**config.mk**
```make
export PLATFORM = sky130hd
export DESIGN_NAME = mces_top
export DESIGN_NICKNAME = d
export VERILOG_FILES = /design/src/rtl/mces_pkg.sv /design/src/rtl/mces_decode.sv /design/src/rtl/mces_combine.sv /design/src/rtl/mces_top.sv
export VERILOG_INCLUDE_DIRS = /design/src /design/src/rtl
export SDC_FILE = /design/constraint.sdc
export NUM_CORES = 1
export LEC_CHECK = 0
export ABC_AREA = 1
export BUFFER_PORTS_ARGS = -buffer_cell sky130_fd_sc_hd__buf_2
export CORE_MARGIN = 4
export CORE_UTILIZATION = 41
export DETAILED_ROUTE_END_ITERATION = 6
export PLACE_DENSITY_LB_ADDON = 0.05
export SYNTH_ARGS = -nofsm -noshare
export SYNTH_HDL_FRONTEND = slang
export SYNTH_SLANG_ARGS = --single-unit
```
**constraint.sdc**
```tcl
create_clock -name core_clk -period 7.6 [get_ports core_clk]
set_input_delay 0.76 -clock core_clk [delete_from_list [all_inputs] [get_ports core_clk]]
set_output_delay 0.76 -clock core_clk [all_outputs]
set_load 0.05 [all_outputs]
```
**src/rtl/mces_defs.svh**
```systemverilog
// Event codes, field positions, widths and register offsets of the credit event selector.
`ifndef MCES_DEFS_SVH
`define MCES_DEFS_SVH
`define MCES_EV_A0_ADDR_ACQ_LOW 8'h80
`define MCES_EV_A0_ADDR_ACQ_HIGH 8'h81
`define MCES_EV_A0_ADDR_USE_LOW 8'h82
`define MCES_EV_A0_ADDR_USE_HIGH 8'h83
`define MCES_EV_A1_ADDR_ACQ_LOW 8'h84
`define MCES_EV_A1_ADDR_ACQ_HIGH 8'h85
`define MCES_EV_A1_ADDR_USE_LOW 8'h86
`define MCES_EV_A0_BLK_ACQ_LOW 8'h88
`define MCES_EV_A0_BLK_ACQ_HIGH 8'h89
`define MCES_EV_A0_BLK_USE_LOW 8'h8a
`define MCES_EV_A0_BLK_USE_HIGH 8'h8b
`define MCES_CTL_EVENT_LSB 0
`define MCES_CTL_EVENT_MSB 7
`define MCES_CTL_UMASK_LSB 8
`define MCES_CTL_UMASK_MSB 15
`define MCES_CTL_ENABLE_BIT 22
`define MCES_OFF_CTL 4'h0
`define MCES_OFF_CNT_LO 4'h4
`define MCES_OFF_CNT_HI 4'h8
`define MCES_OFF_STATUS 4'hc
`define MCES_CTL_RESET 32'h0000_0000
`endif

```
**src/rtl/mces_pkg.sv**
```systemverilog
// Types shared by the credit event selector.
package mces_pkg;
    typedef enum logic [1:0] {
        MCES_SRC_A0_ADDR = 2'b00,
        MCES_SRC_A0_BLK = 2'b01,
        MCES_SRC_A1_ADDR = 2'b11,
        MCES_SRC_NONE = 2'b10
    } mces_src_e;
endpackage : mces_pkg

```
**src/rtl/mces_decode.sv**
```systemverilog
// Decoder of event code into credit source, measure and port half.
`timescale 1ns/1ps
`include "mces_defs.svh"
module mces_decode
    import mces_pkg::*;
(
    // Event selection.
    input wire logic [7:0] event_code,
    // Decoded selection.
    output mces_src_e src,
    output logic is_use,
    output logic is_high,
    output logic known
);
    // Each supported code names a source, a measure and a port half.
    always_comb begin
        src = MCES_SRC_NONE;
        is_use = 1'b0;
        is_high = 1'b0;
        known = 1'b1;
        unique case (event_code)
            `MCES_EV_A0_ADDR_ACQ_LOW: src = MCES_SRC_A0_ADDR;
            `MCES_EV_A0_ADDR_ACQ_HIGH: begin
                src = MCES_SRC_A0_ADDR;
                is_high = 1'b1;
            end
            `MCES_EV_A0_ADDR_USE_LOW: begin
                src = MCES_SRC_A0_ADDR;
                is_use = 1'b1;
            end
            `MCES_EV_A0_ADDR_USE_HIGH: begin
                src = MCES_SRC_A0_ADDR;
                is_use = 1'b1;
                is_high = 1'b1;
            end
            `MCES_EV_A0_BLK_ACQ_LOW: src = MCES_SRC_A0_BLK;
            `MCES_EV_A0_BLK_ACQ_HIGH: begin
                src = MCES_SRC_A0_BLK;
                is_high = 1'b1;
            end
            `MCES_EV_A0_BLK_USE_LOW: begin
                src = MCES_SRC_A0_BLK;
                is_use = 1'b1;
            end
            `MCES_EV_A0_BLK_USE_HIGH: begin
                src = MCES_SRC_A0_BLK;
                is_use = 1'b1;
                is_high = 1'b1;
            end
            `MCES_EV_A1_ADDR_ACQ_LOW: src = MCES_SRC_A1_ADDR;
            `MCES_EV_A1_ADDR_ACQ_HIGH: begin
                src = MCES_SRC_A1_ADDR;
                is_high = 1'b1;
            end
            `MCES_EV_A1_ADDR_USE_LOW: begin
                src = MCES_SRC_A1_ADDR;
                is_use = 1'b1;
            end
            default: known = 1'b0;
        endcase
    end
endmodule : mces_decode

```
**src/rtl/mces_combine.sv**
```systemverilog
// Per-port mask and OR or sum reduction of one cycle of credit activity.
`timescale 1ns/1ps
module mces_combine #(
    parameter int PORTS = 8,
    parameter int OCC_W = 6,
    parameter int SUM_W = 9
) (
    // Per-port inputs.
    input wire logic [PORTS-1:0] port_en,
    input wire logic [PORTS-1:0] acq,
    input wire logic [PORTS*OCC_W-1:0] occ,
    // Reductions.
    output logic acq_any,
    output logic [SUM_W-1:0] occ_sum
);
    logic [PORTS-1:0] acq_m;
    logic [SUM_W-1:0] part [PORTS];
    // Mask bit n gates port n only.
    for (genvar n = 0; n < PORTS; n++) begin : g_port
        assign acq_m[n] = acq[n] & port_en[n];
        assign part[n] = port_en[n] ? SUM_W'(occ[n*OCC_W +: OCC_W]) : '0;
    end
    // Acquired events count a cycle once for any enabled port.
    assign acq_any = |acq_m;
    // Occupancy events add all enabled ports.
    always_comb begin
        occ_sum = '0;
        for (int n = 0; n < PORTS; n++) begin
            occ_sum = occ_sum + part[n];
        end
    end
endmodule : mces_combine

```
**src/rtl/mces_top.sv**
```systemverilog
// Credit event selector and counter of one mesh stop performance monitor.
`timescale 1ns/1ps
`include "mces_defs.svh"
// Behaviour
// 0x80/0x81: agent0 address credits acquired
// 0x82/0x83: agent0 address credits in use
// 0x88/0x89: agent0 block credits acquired
// 0x8a/0x8b: agent0 block credits in use
// 0x84/0x85: agent1 address credits acquired
// 0x86: agent1 address credits in use
// Mask bit n enables low port n
// Mask bits 0..2 enable ports 8..10
// Acquired events count OR of ports
// Occupancy events count sum of ports
// Ports 8..10 unused, contribute zero
// Counter adds contribution each valid cycle
module mces_top
    import mces_pkg::*;
#(
    parameter int OCC_W = 6,
    parameter int CNT_W = 48
) (
    // Clock and reset.
    input wire logic core_clk,
    input wire logic rst,
    // Register port.
    input wire logic [3:0] reg_addr,
    input wire logic [31:0] reg_wdata,
    input wire logic reg_wr,
    input wire logic reg_rd,
    output logic [31:0] reg_rdata,
    // Agent0 address channel credits, per low transgress port.
    input wire logic [7:0] agent0_addr_credit_acq,
    input wire logic [8*OCC_W-1:0] agent0_addr_credit_use,
    // Agent0 block data channel credits.
    input wire logic [7:0] agent0_blk_credit_acq,
    input wire logic [8*OCC_W-1:0] agent0_blk_credit_use,
    // Agent1 address channel credits.
    input wire logic [7:0] agent1_addr_credit_acq,
    input wire logic [8*OCC_W-1:0] agent1_addr_credit_use,
    // Counter value.
    output logic [CNT_W-1:0] count
);
    localparam int SUM_W = OCC_W + 3;
    logic [31:0] ctl_reg;
    logic [CNT_W-1:0] cnt_reg;
    logic [CNT_W-1:0] cnt_next;
    logic [31:0] rdata_reg;
    mces_src_e src;
    logic is_use;
    logic is_high;
    logic known;
    logic [7:0] sel_acq;
    logic [8*OCC_W-1:0] sel_use;
    logic [7:0] port_en;
    logic acq_any;
    logic [SUM_W-1:0] occ_sum;
    logic [SUM_W-1:0] contrib;
    logic ev_valid;

    // Turns the event code into source, measure and half.
    mces_decode u_decode (
        .event_code(ctl_reg[`MCES_CTL_EVENT_MSB:`MCES_CTL_EVENT_LSB]),
        .src(src),
        .is_use(is_use),
        .is_high(is_high),
        .known(known)
    );

    // Routes the chosen credit source to the reduction.
    always_comb begin
        unique case (src)
            MCES_SRC_A0_ADDR: begin
                sel_acq = agent0_addr_credit_acq;
                sel_use = agent0_addr_credit_use;
            end
            MCES_SRC_A0_BLK: begin
                sel_acq = agent0_blk_credit_acq;
                sel_use = agent0_blk_credit_use;
            end
            MCES_SRC_A1_ADDR: begin
                sel_acq = agent1_addr_credit_acq;
                sel_use = agent1_addr_credit_use;
            end
            default: begin
                sel_acq = '0;
                sel_use = '0;
            end
        endcase
    end

    // High-half codes map mask bits 0..2 to ports 8..10, which carry no
    // credits here, so their mask enables no low port at all.
    assign port_en = is_high ? 8'h00 : ctl_reg[`MCES_CTL_UMASK_MSB:`MCES_CTL_UMASK_LSB];

    // Masks and reduces the chosen ports.
    mces_combine #(
        .PORTS(8),
        .OCC_W(OCC_W),
        .SUM_W(SUM_W)
    ) u_combine (
        .port_en(port_en),
        .acq(sel_acq),
        .occ(sel_use),
        .acq_any(acq_any),
        .occ_sum(occ_sum)
    );

    // Picks the OR bit or the sum as this cycle's increment.
    assign contrib = is_use ? occ_sum : SUM_W'(acq_any);
    assign ev_valid = known & ctl_reg[`MCES_CTL_ENABLE_BIT];
    assign cnt_next = cnt_reg + CNT_W'(contrib);

    // Control register holds event code, unit mask and enable.
    always_ff @(posedge core_clk or posedge rst) begin
        if (rst) begin
            ctl_reg <= `MCES_CTL_RESET;
        end else if (reg_wr && reg_addr == `MCES_OFF_CTL) begin
            ctl_reg <= reg_wdata;
        end
    end

    // Counter adds the increment each valid cycle; software may preload it.
    always_ff @(posedge core_clk or posedge rst) begin
        if (rst) begin
            cnt_reg <= '0;
        end else if (reg_wr && reg_addr == `MCES_OFF_CNT_LO) begin
            cnt_reg <= {cnt_reg[CNT_W-1:32], reg_wdata};
        end else if (reg_wr && reg_addr == `MCES_OFF_CNT_HI) begin
            cnt_reg <= {reg_wdata[CNT_W-33:0], cnt_reg[31:0]};
        end else if (ev_valid) begin
            cnt_reg <= cnt_next;
        end
    end

    // Read data stand one cycle after the read strobe only.
    always_ff @(posedge core_clk or posedge rst) begin
        if (rst) begin
            rdata_reg <= '0;
        end else if (reg_rd) begin
            unique case (reg_addr)
                `MCES_OFF_CTL: rdata_reg <= ctl_reg;
                `MCES_OFF_CNT_LO: rdata_reg <= cnt_reg[31:0];
                `MCES_OFF_CNT_HI: rdata_reg <= 32'(cnt_reg[CNT_W-1:32]);
                `MCES_OFF_STATUS: rdata_reg <= {29'h0, is_use, is_high, known};
                default: rdata_reg <= '0;
            endcase
        end else begin
            rdata_reg <= '0;
        end
    end

    assign reg_rdata = rdata_reg;
    assign count = cnt_reg;
endmodule : mces_top

```
==> flow_summary.yaml, run 1 <==
timing:
  worstMarginPinSlew_ns: 1.08
  max_freq_mhz: 143
  setup_viol: 0
  finClkSkew_ns: 0.0109
  rsz0062_at_grt: "false"
  tns_ns: 0
  hold_violations: 0
  period_needed_ns: 7.01
  setup_ws_ns: 0.590
  drv_slew: 0
  fin_crit_sh_pct: 92.2
  slew_headroom_pct: 28.1
setup_path:
  cp_slowest_stage_delay_ns: 0.58
  critPathLaunchType: "flip-flop"
  path_class: "flip-flop to flip-flop"
  crit_top_cell: "nand2_1"
  r2r_start: "ctl_reg[6]$_DFFE_PP0P_"
  critPathSlowestCell: "fa_1"
  crit_start: "ctl_reg[6]$_DFFE_PP0P_"
  worstSetupEndpointType: "flip-flop"
  cp.required_ns: 7.85
  critical_path_arrival_ns: 7.26
  cp_max_fo: 48
clocking:
  insertion_delay_ns: 0.37
  clkSlewWorstSetupHoldPaths_ns: 0.09
  cts_root_buffer: "clkbuf_16"
  tritoncts: "built"
  cts_buffers: 9
  max-clock-path-buffers: 2
  cts.sinks: 112
  cts_max_level: 3
  cts_hold_buf: 0
yosys:
  yosysWarnings: 0
  avgSynthCellArea_um2: 6.34
  synthMuxAreaShare_pct: 1.41
  ys_seq_area_share_pct: 29.2
  synth_area_um2: 9600
  syn_nets: 1776
  synth_fa_ha_area_share_pct: 9.86
  synth-xor-area-share_pct: 0.365
  ys_ff_latch: 112
  syn_inst: 1514
  yosys.area_share.simple_pct: 38.9
  synth_top_family_by_area: "simple AND/OR/NAND/NOR gates"
  synth-compound-area-share_pct: 8.76
  ys_types: 39
global_routing:
  grt.met1_usage_pct: 45.8
  grt_pass1_vias: 10330
  busiest_layer: "met1"
  use_met3_pct: 8.39
  grt_max_degree: 62
  antenna_found_initial: 0
  grt_pass1_wl_um: 60500
  grt_use_met2_pct: 43.5
  grt_usage_pct: 30.1
  grt-ovfl-total: 0
route:
  drt-initial-drc-count: 1158
  drt-pass1-iter-count: 6
  wirelength_um: 39500
  antenna_left: 0
  wl_per_cell_um: 18.9
  drcViolationCount: 0
  vias: 10934
  via_per_inst: 5.23
cells_and_area:
  drive_gt1_share_pct: 19.6
  final_common_cell: "nand2_1"
  final_nets: 2035
  fillers: 2458
  layout_common_cells: "nand2_1 (593), buf_2 (287), inv_1 (210)"
  largest_reg_flops: 48
  num_antenna_cells: 0
  syn_to_final_growth_pct: 21.1
floorplanning:
  die_w_um: 161
  io_pins: 288
  dieArea_um2: 25900
  rows: 55
  core_um2: 22800
  initial_core_util_pct: 42.0
  die_h_um: 161
place:
  place_ws_ns: 0.576
  gp_congestion: 0.983
  dp_hpwl_um: 31900
  io_buffers: 287
run:
  drv_cap: 0
status:
  status: "complete, no violations"
pwr:
  power_density_nw_per_um2: 203
  p_leak_nw: 6.61
  max-vdd-ir-drop_mv: 0.186
worst_hold_path:
  hold_class: "primary input to async pin"
## routing by layer
metal  vias to the layer above  routed length [µm]
met2                       484               16500
met4                         0                 479
met3                        31                4140
li1                       5287                   -
met1                      5132               18400
met5                         -                   0
## timing repair
action / CTS / global route
buffers inserted: 0 / 0
endpoints found under the setup margin: 0 / 13
gates resized for setup: 0 / 3
## area by class of cell
| cell class | count | area [µm²] | area share, % |
|---|---|---|---|
| clock buffer | 9 | 225 | 1.94 |
| clock inverter | 7 | 78.8 | 0.678 |
| inverter | 218 | 826 | 7.11 |
| multi-input combinational | 1129 | 5700 | 49.1 |
| sequential | 112 | 2800 | 24.1 |
| tap | 313 | 392 | 3.37 |
| timing repair buffer | 303 | 1590 | 13.7 |
## where the power goes
group	switching, mW	internal, mW	total, mW	leakage, nW
Sequential	0.161	0.706	0.868	1.48
Combinational	0.712	0.278	0.989	4.97
Clock	0.261	0.236	0.497	0.148
Total	1.13	1.22	2.35	6.61
## cell usage after synthesis
cell	number	area, µm²
clkbuf_1	25	93.8
nor2_1	103	387
o21bai_1	1	7.51
buf_1	1	3.75
mux2_2	12	135
buf_2	23	115
xnor2_1	3	26.3
nor4_1	1	6.26
a21oi_4	1	16.3
nand2_2	6	37.5
nand2_4	1	11.3
buf_6	4	45.0
a22oi_1	1	7.51
nand2_1	593	2230
nor3_1	21	105
inv_1	211	792
nand3b_1	3	22.5
xor2_1	1	8.76
dfrtp_1	112	2800
o22ai_1	17	106
o21ai_0	56	280
ha_1	18	225
a22o_1	1	8.76
o221ai_1	5	43.8
inv_2	2	7.51
o211ai_1	3	22.5
buf_4	1	7.51
o21a_1	1	7.51
a221oi_1	2	17.5
a21oi_2	1	8.76
o21ai_1	2	10.0
nand4_1	32	200
nand3_1	148	741
clkinv_2	1	5.00
a21oi_1	59	295
clkinv_1	4	15.0
fa_1	36	721
buf_8	1	15.0
o21ai_2	1	8.76
## final timing paths
kind | end | slack (ns) | depth (start not counted)
max | count[29]$_DFFE_PP0P_ | 0.59 | 34
min in group core_clk | ctl_reg[17]$_DFFE_PP0P_ | 0.49 | 2
max reg2reg | count[29]$_DFFE_PP0P_ | 0.59 | 34
max in group asynchronous | count[7]$_DFFE_PP0P_ | 5.84 | 3
min reg2reg | ctl_reg[17]$_DFFE_PP0P_ | 0.49 | 2
min | ctl_reg[31]$_DFFE_PP0P_ | 0.48 | 2
## stage by stage
stage	util [%]	total power [mW]	hold slack (ns)	instance area, µm²	cells
after floorplan	-	1.50	0.453	9600	1514
after global placement	49.5	1.85	0.468	11300	2075
after detailed placement	49.5	1.85	0.474	11300	2075
after CTS	50.8	2.36	0.495	11600	2091
after global routing	50.9	2.49	0.534	11600	2091
final	50.9	2.35	0.482	11600	2091
## logic make-up (layout without fill, tap and decap cells)
| family | count (synthesis) | after routing |
|---|---|---|
| buffers and inverters | 273 | 537 |
| adders and majority gates | 54 | 54 |
| and+or+nand+nor | 908 | 908 |
| DFF | 112 | 112 |
| xor gates and xnor gates | 4 | 4 |
| AOI/OAI and AO/OA | 151 | 151 |
| muxes | 12 | 12 |
## worst max-delay path: cells and delay by family, from the launching register on
| family | cells | cell delay (ns) |
|---|---|---|
| buffers and inverters | 6 | 0.79 |
| adders and majority gates | 7 | 3.08 |
| AOI/OAI and AO/OA | 3 | 0.42 |
| DFF | 1 | 0.38 |
| and+or+nand+nor | 18 | 2.20 |
Power figures use the tool's default switching activity.
==> run 2, diff against run 1 <==
--- a/config.mk
+++ b/config.mk
@@ -9,7 +9,7 @@
 export ABC_AREA = 1
 export BUFFER_PORTS_ARGS = -buffer_cell sky130_fd_sc_hd__buf_2
 export CORE_MARGIN = 4
-export CORE_UTILIZATION = 41
+export CORE_UTILIZATION = 53
 export DETAILED_ROUTE_END_ITERATION = 6
 export PLACE_DENSITY_LB_ADDON = 0.05
 export SYNTH_ARGS = -nofsm -noshare
==> flow_summary.yaml, run 2 (synthesis results as in run 1) <==
status:
  status: "complete, no violations"
cells_and_area:
  final_util_pct: 65.6
  layout_common_cells: "nand2_1 (591), buf_2 (287), inv_1 (209)"
  final_nets: 2030
  final_cells: 1998
  syn_to_final_growth_pct: 20.0
  num_antenna_cells: 0
  final_common_cell: "nand2_1"
  largest_reg_flops: 48
  drive_gt1_share_pct: 19.9
timing:
  fin_crit_sh_pct: 93.0
  drv_slew: 0
  period_needed_ns: 7.07
  slew_headroom_pct: 18.3
  setup_ws_ns: 0.534
  worstMarginPinSlew_ns: 1.22
  max_freq_mhz: 142
  finClkSkew_ns: 0.0117
  rsz0062_at_grt: "false"
  tns_ns: 0
  hold_violations: 0
  setup_viol: 0
place:
  dp_hpwl_um: 30300
  io_buffers: 287
  placed_cells: 1982
  place_ws_ns: 0.532
  gp_congestion: 1.05
global_routing:
  grt_usage_pct: 36.6
  grt_max_degree: 58
  grt-ovfl-total: 0
  grt_pass1_wl_um: 57500
  antenna_found_initial: 0
  grt_pass1_vias: 10440
floorplanning:
  core_um2: 17500
  initial_core_util_pct: 54.7
  die_w_um: 143
  rows: 48
  die_h_um: 143
  dieArea_um2: 20300
  io_pins: 288
setup_path:
  critPathSlowestCell: "fa_1"
  cp.required_ns: 7.91
  worstSetupEndpointType: "flip-flop"
  path_class: "flip-flop to flip-flop"
  cp_max_fo: 26
  critical_path_arrival_ns: 7.38
  crit_top_cell: "nand2_1"
  critPathLaunchType: "flip-flop"
  cp_slowest_stage_delay_ns: 0.53
pwr:
  power_density_nw_per_um2: 206
  p_leak_nw: 6.58
  max-vdd-ir-drop_mv: 0.276
  finalPower_mw: 2.38
clocking:
  cts_setup_buffers: 0
  max-clock-path-buffers: 2
  cts_root_buffer: "clkbuf_16"
  insertion_delay_ns: 0.37
  cts.sinks: 112
  cts_buffers: 9
  clkSlewWorstSetupHoldPaths_ns: 0.09
  cts_max_level: 3
  tritoncts: "built"
route:
  antenna_left: 0
  drt-pass1-iter-count: 6
  drcViolationCount: 0
  drt-initial-drc-count: 1415
  via_per_inst: 5.67
  wirelength_um: 37900
  vias: 11322
  wl_per_cell_um: 19.0
run:
  drv_cap: 0
worst_hold_path:
  hold_class: "flip-flop to flip-flop"
## run 2: cell count changes in the layout (fill, tap and decap cells not counted), moves of 2 or more
cell     previous run  this run
buf_4              13         8
nor2_1            101        96
nor2_4              1         4
nand2_1           593       591
nand2_2             6         8
nor2_2              1         3
## run 2: power breakdown
part / internal (mW) / switching, mW / leakage, nW
logic: 0.275 / 0.713 / 4.94
registers: 0.706 / 0.173 / 1.48
clock network: 0.241 / 0.268 / 0.153
total: 1.22 / 1.15 / 6.58
## run 2: final timing paths
check	start	end	cells after the start	slack, ns
max	ctl_reg[6]$_DFFE_PP0P_	count[28]$_DFFE_PP0P_	32	0.53
min	ctl_reg[4]$_DFFE_PP0P_	ctl_reg[4]$_DFFE_PP0P_	2	0.50
max reg2reg	ctl_reg[6]$_DFFE_PP0P_	count[28]$_DFFE_PP0P_	32	0.53
min reg2reg	ctl_reg[4]$_DFFE_PP0P_	ctl_reg[4]$_DFFE_PP0P_	2	0.50
max in group asynchronous	rst	count[6]$_DFFE_PP0P_	3	5.84
min in group asynchronous	rst	ctl_reg[20]$_DFFE_PP0P_	2	0.51
## run 2: final cells by class
| class | count | area (µm²) |
|---|---|---|
| clock buffers | 9 | 225 |
| repair buffers | 298 | 1550 |
| inverters | 218 | 830 |
| fillers | 1708 | 6020 |
| clock inverters | 7 | 88.8 |
| flip-flops and latches | 112 | 2800 |
| well taps | 225 | 282 |
| multi-input cells | 1129 | 5740 |
## run 2: repair_timing
action / in CTS / in global routing
hold buffers: 0 / 0
resized for setup: 0 / 16
setup endpoints to repair: 0 / 18
## run 2: worst max-delay path, delay by kind of cell (launching register included)
family	cells	cell delay (ns)
buffers and inverters	5	0.85
and+or+nand+nor	16	2.14
AOI/OAI and AO/OA	4	0.60
DFF	1	0.39
adders and majority gates	7	3.00
## run 2: metal layers
| layer | GRT usage (%) | vias to the layer above | wire length [µm] |
|---|---|---|---|
| li1 | - | 5273 | - |
| met1 | 54.1 | 5268 | 16000 |
| met2 | 53.4 | 716 | 16100 |
| met3 | 11.3 | 65 | 5090 |
| met4 | 7.45 | 0 | 726 |
| met5 | 0 | - | 0 |
## run 2: stage by stage
| stage | area [µm²] | hold slack (ns) |
|---|---|---|
| final | 11500 | 0.498 |
| after global routing | 11500 | 0.521 |
| after CTS | 11500 | 0.496 |
| after detailed placement | 11100 | 0.475 |
| after global placement | 11100 | 0.467 |
| after floorplan | 9600 | 0.453 |
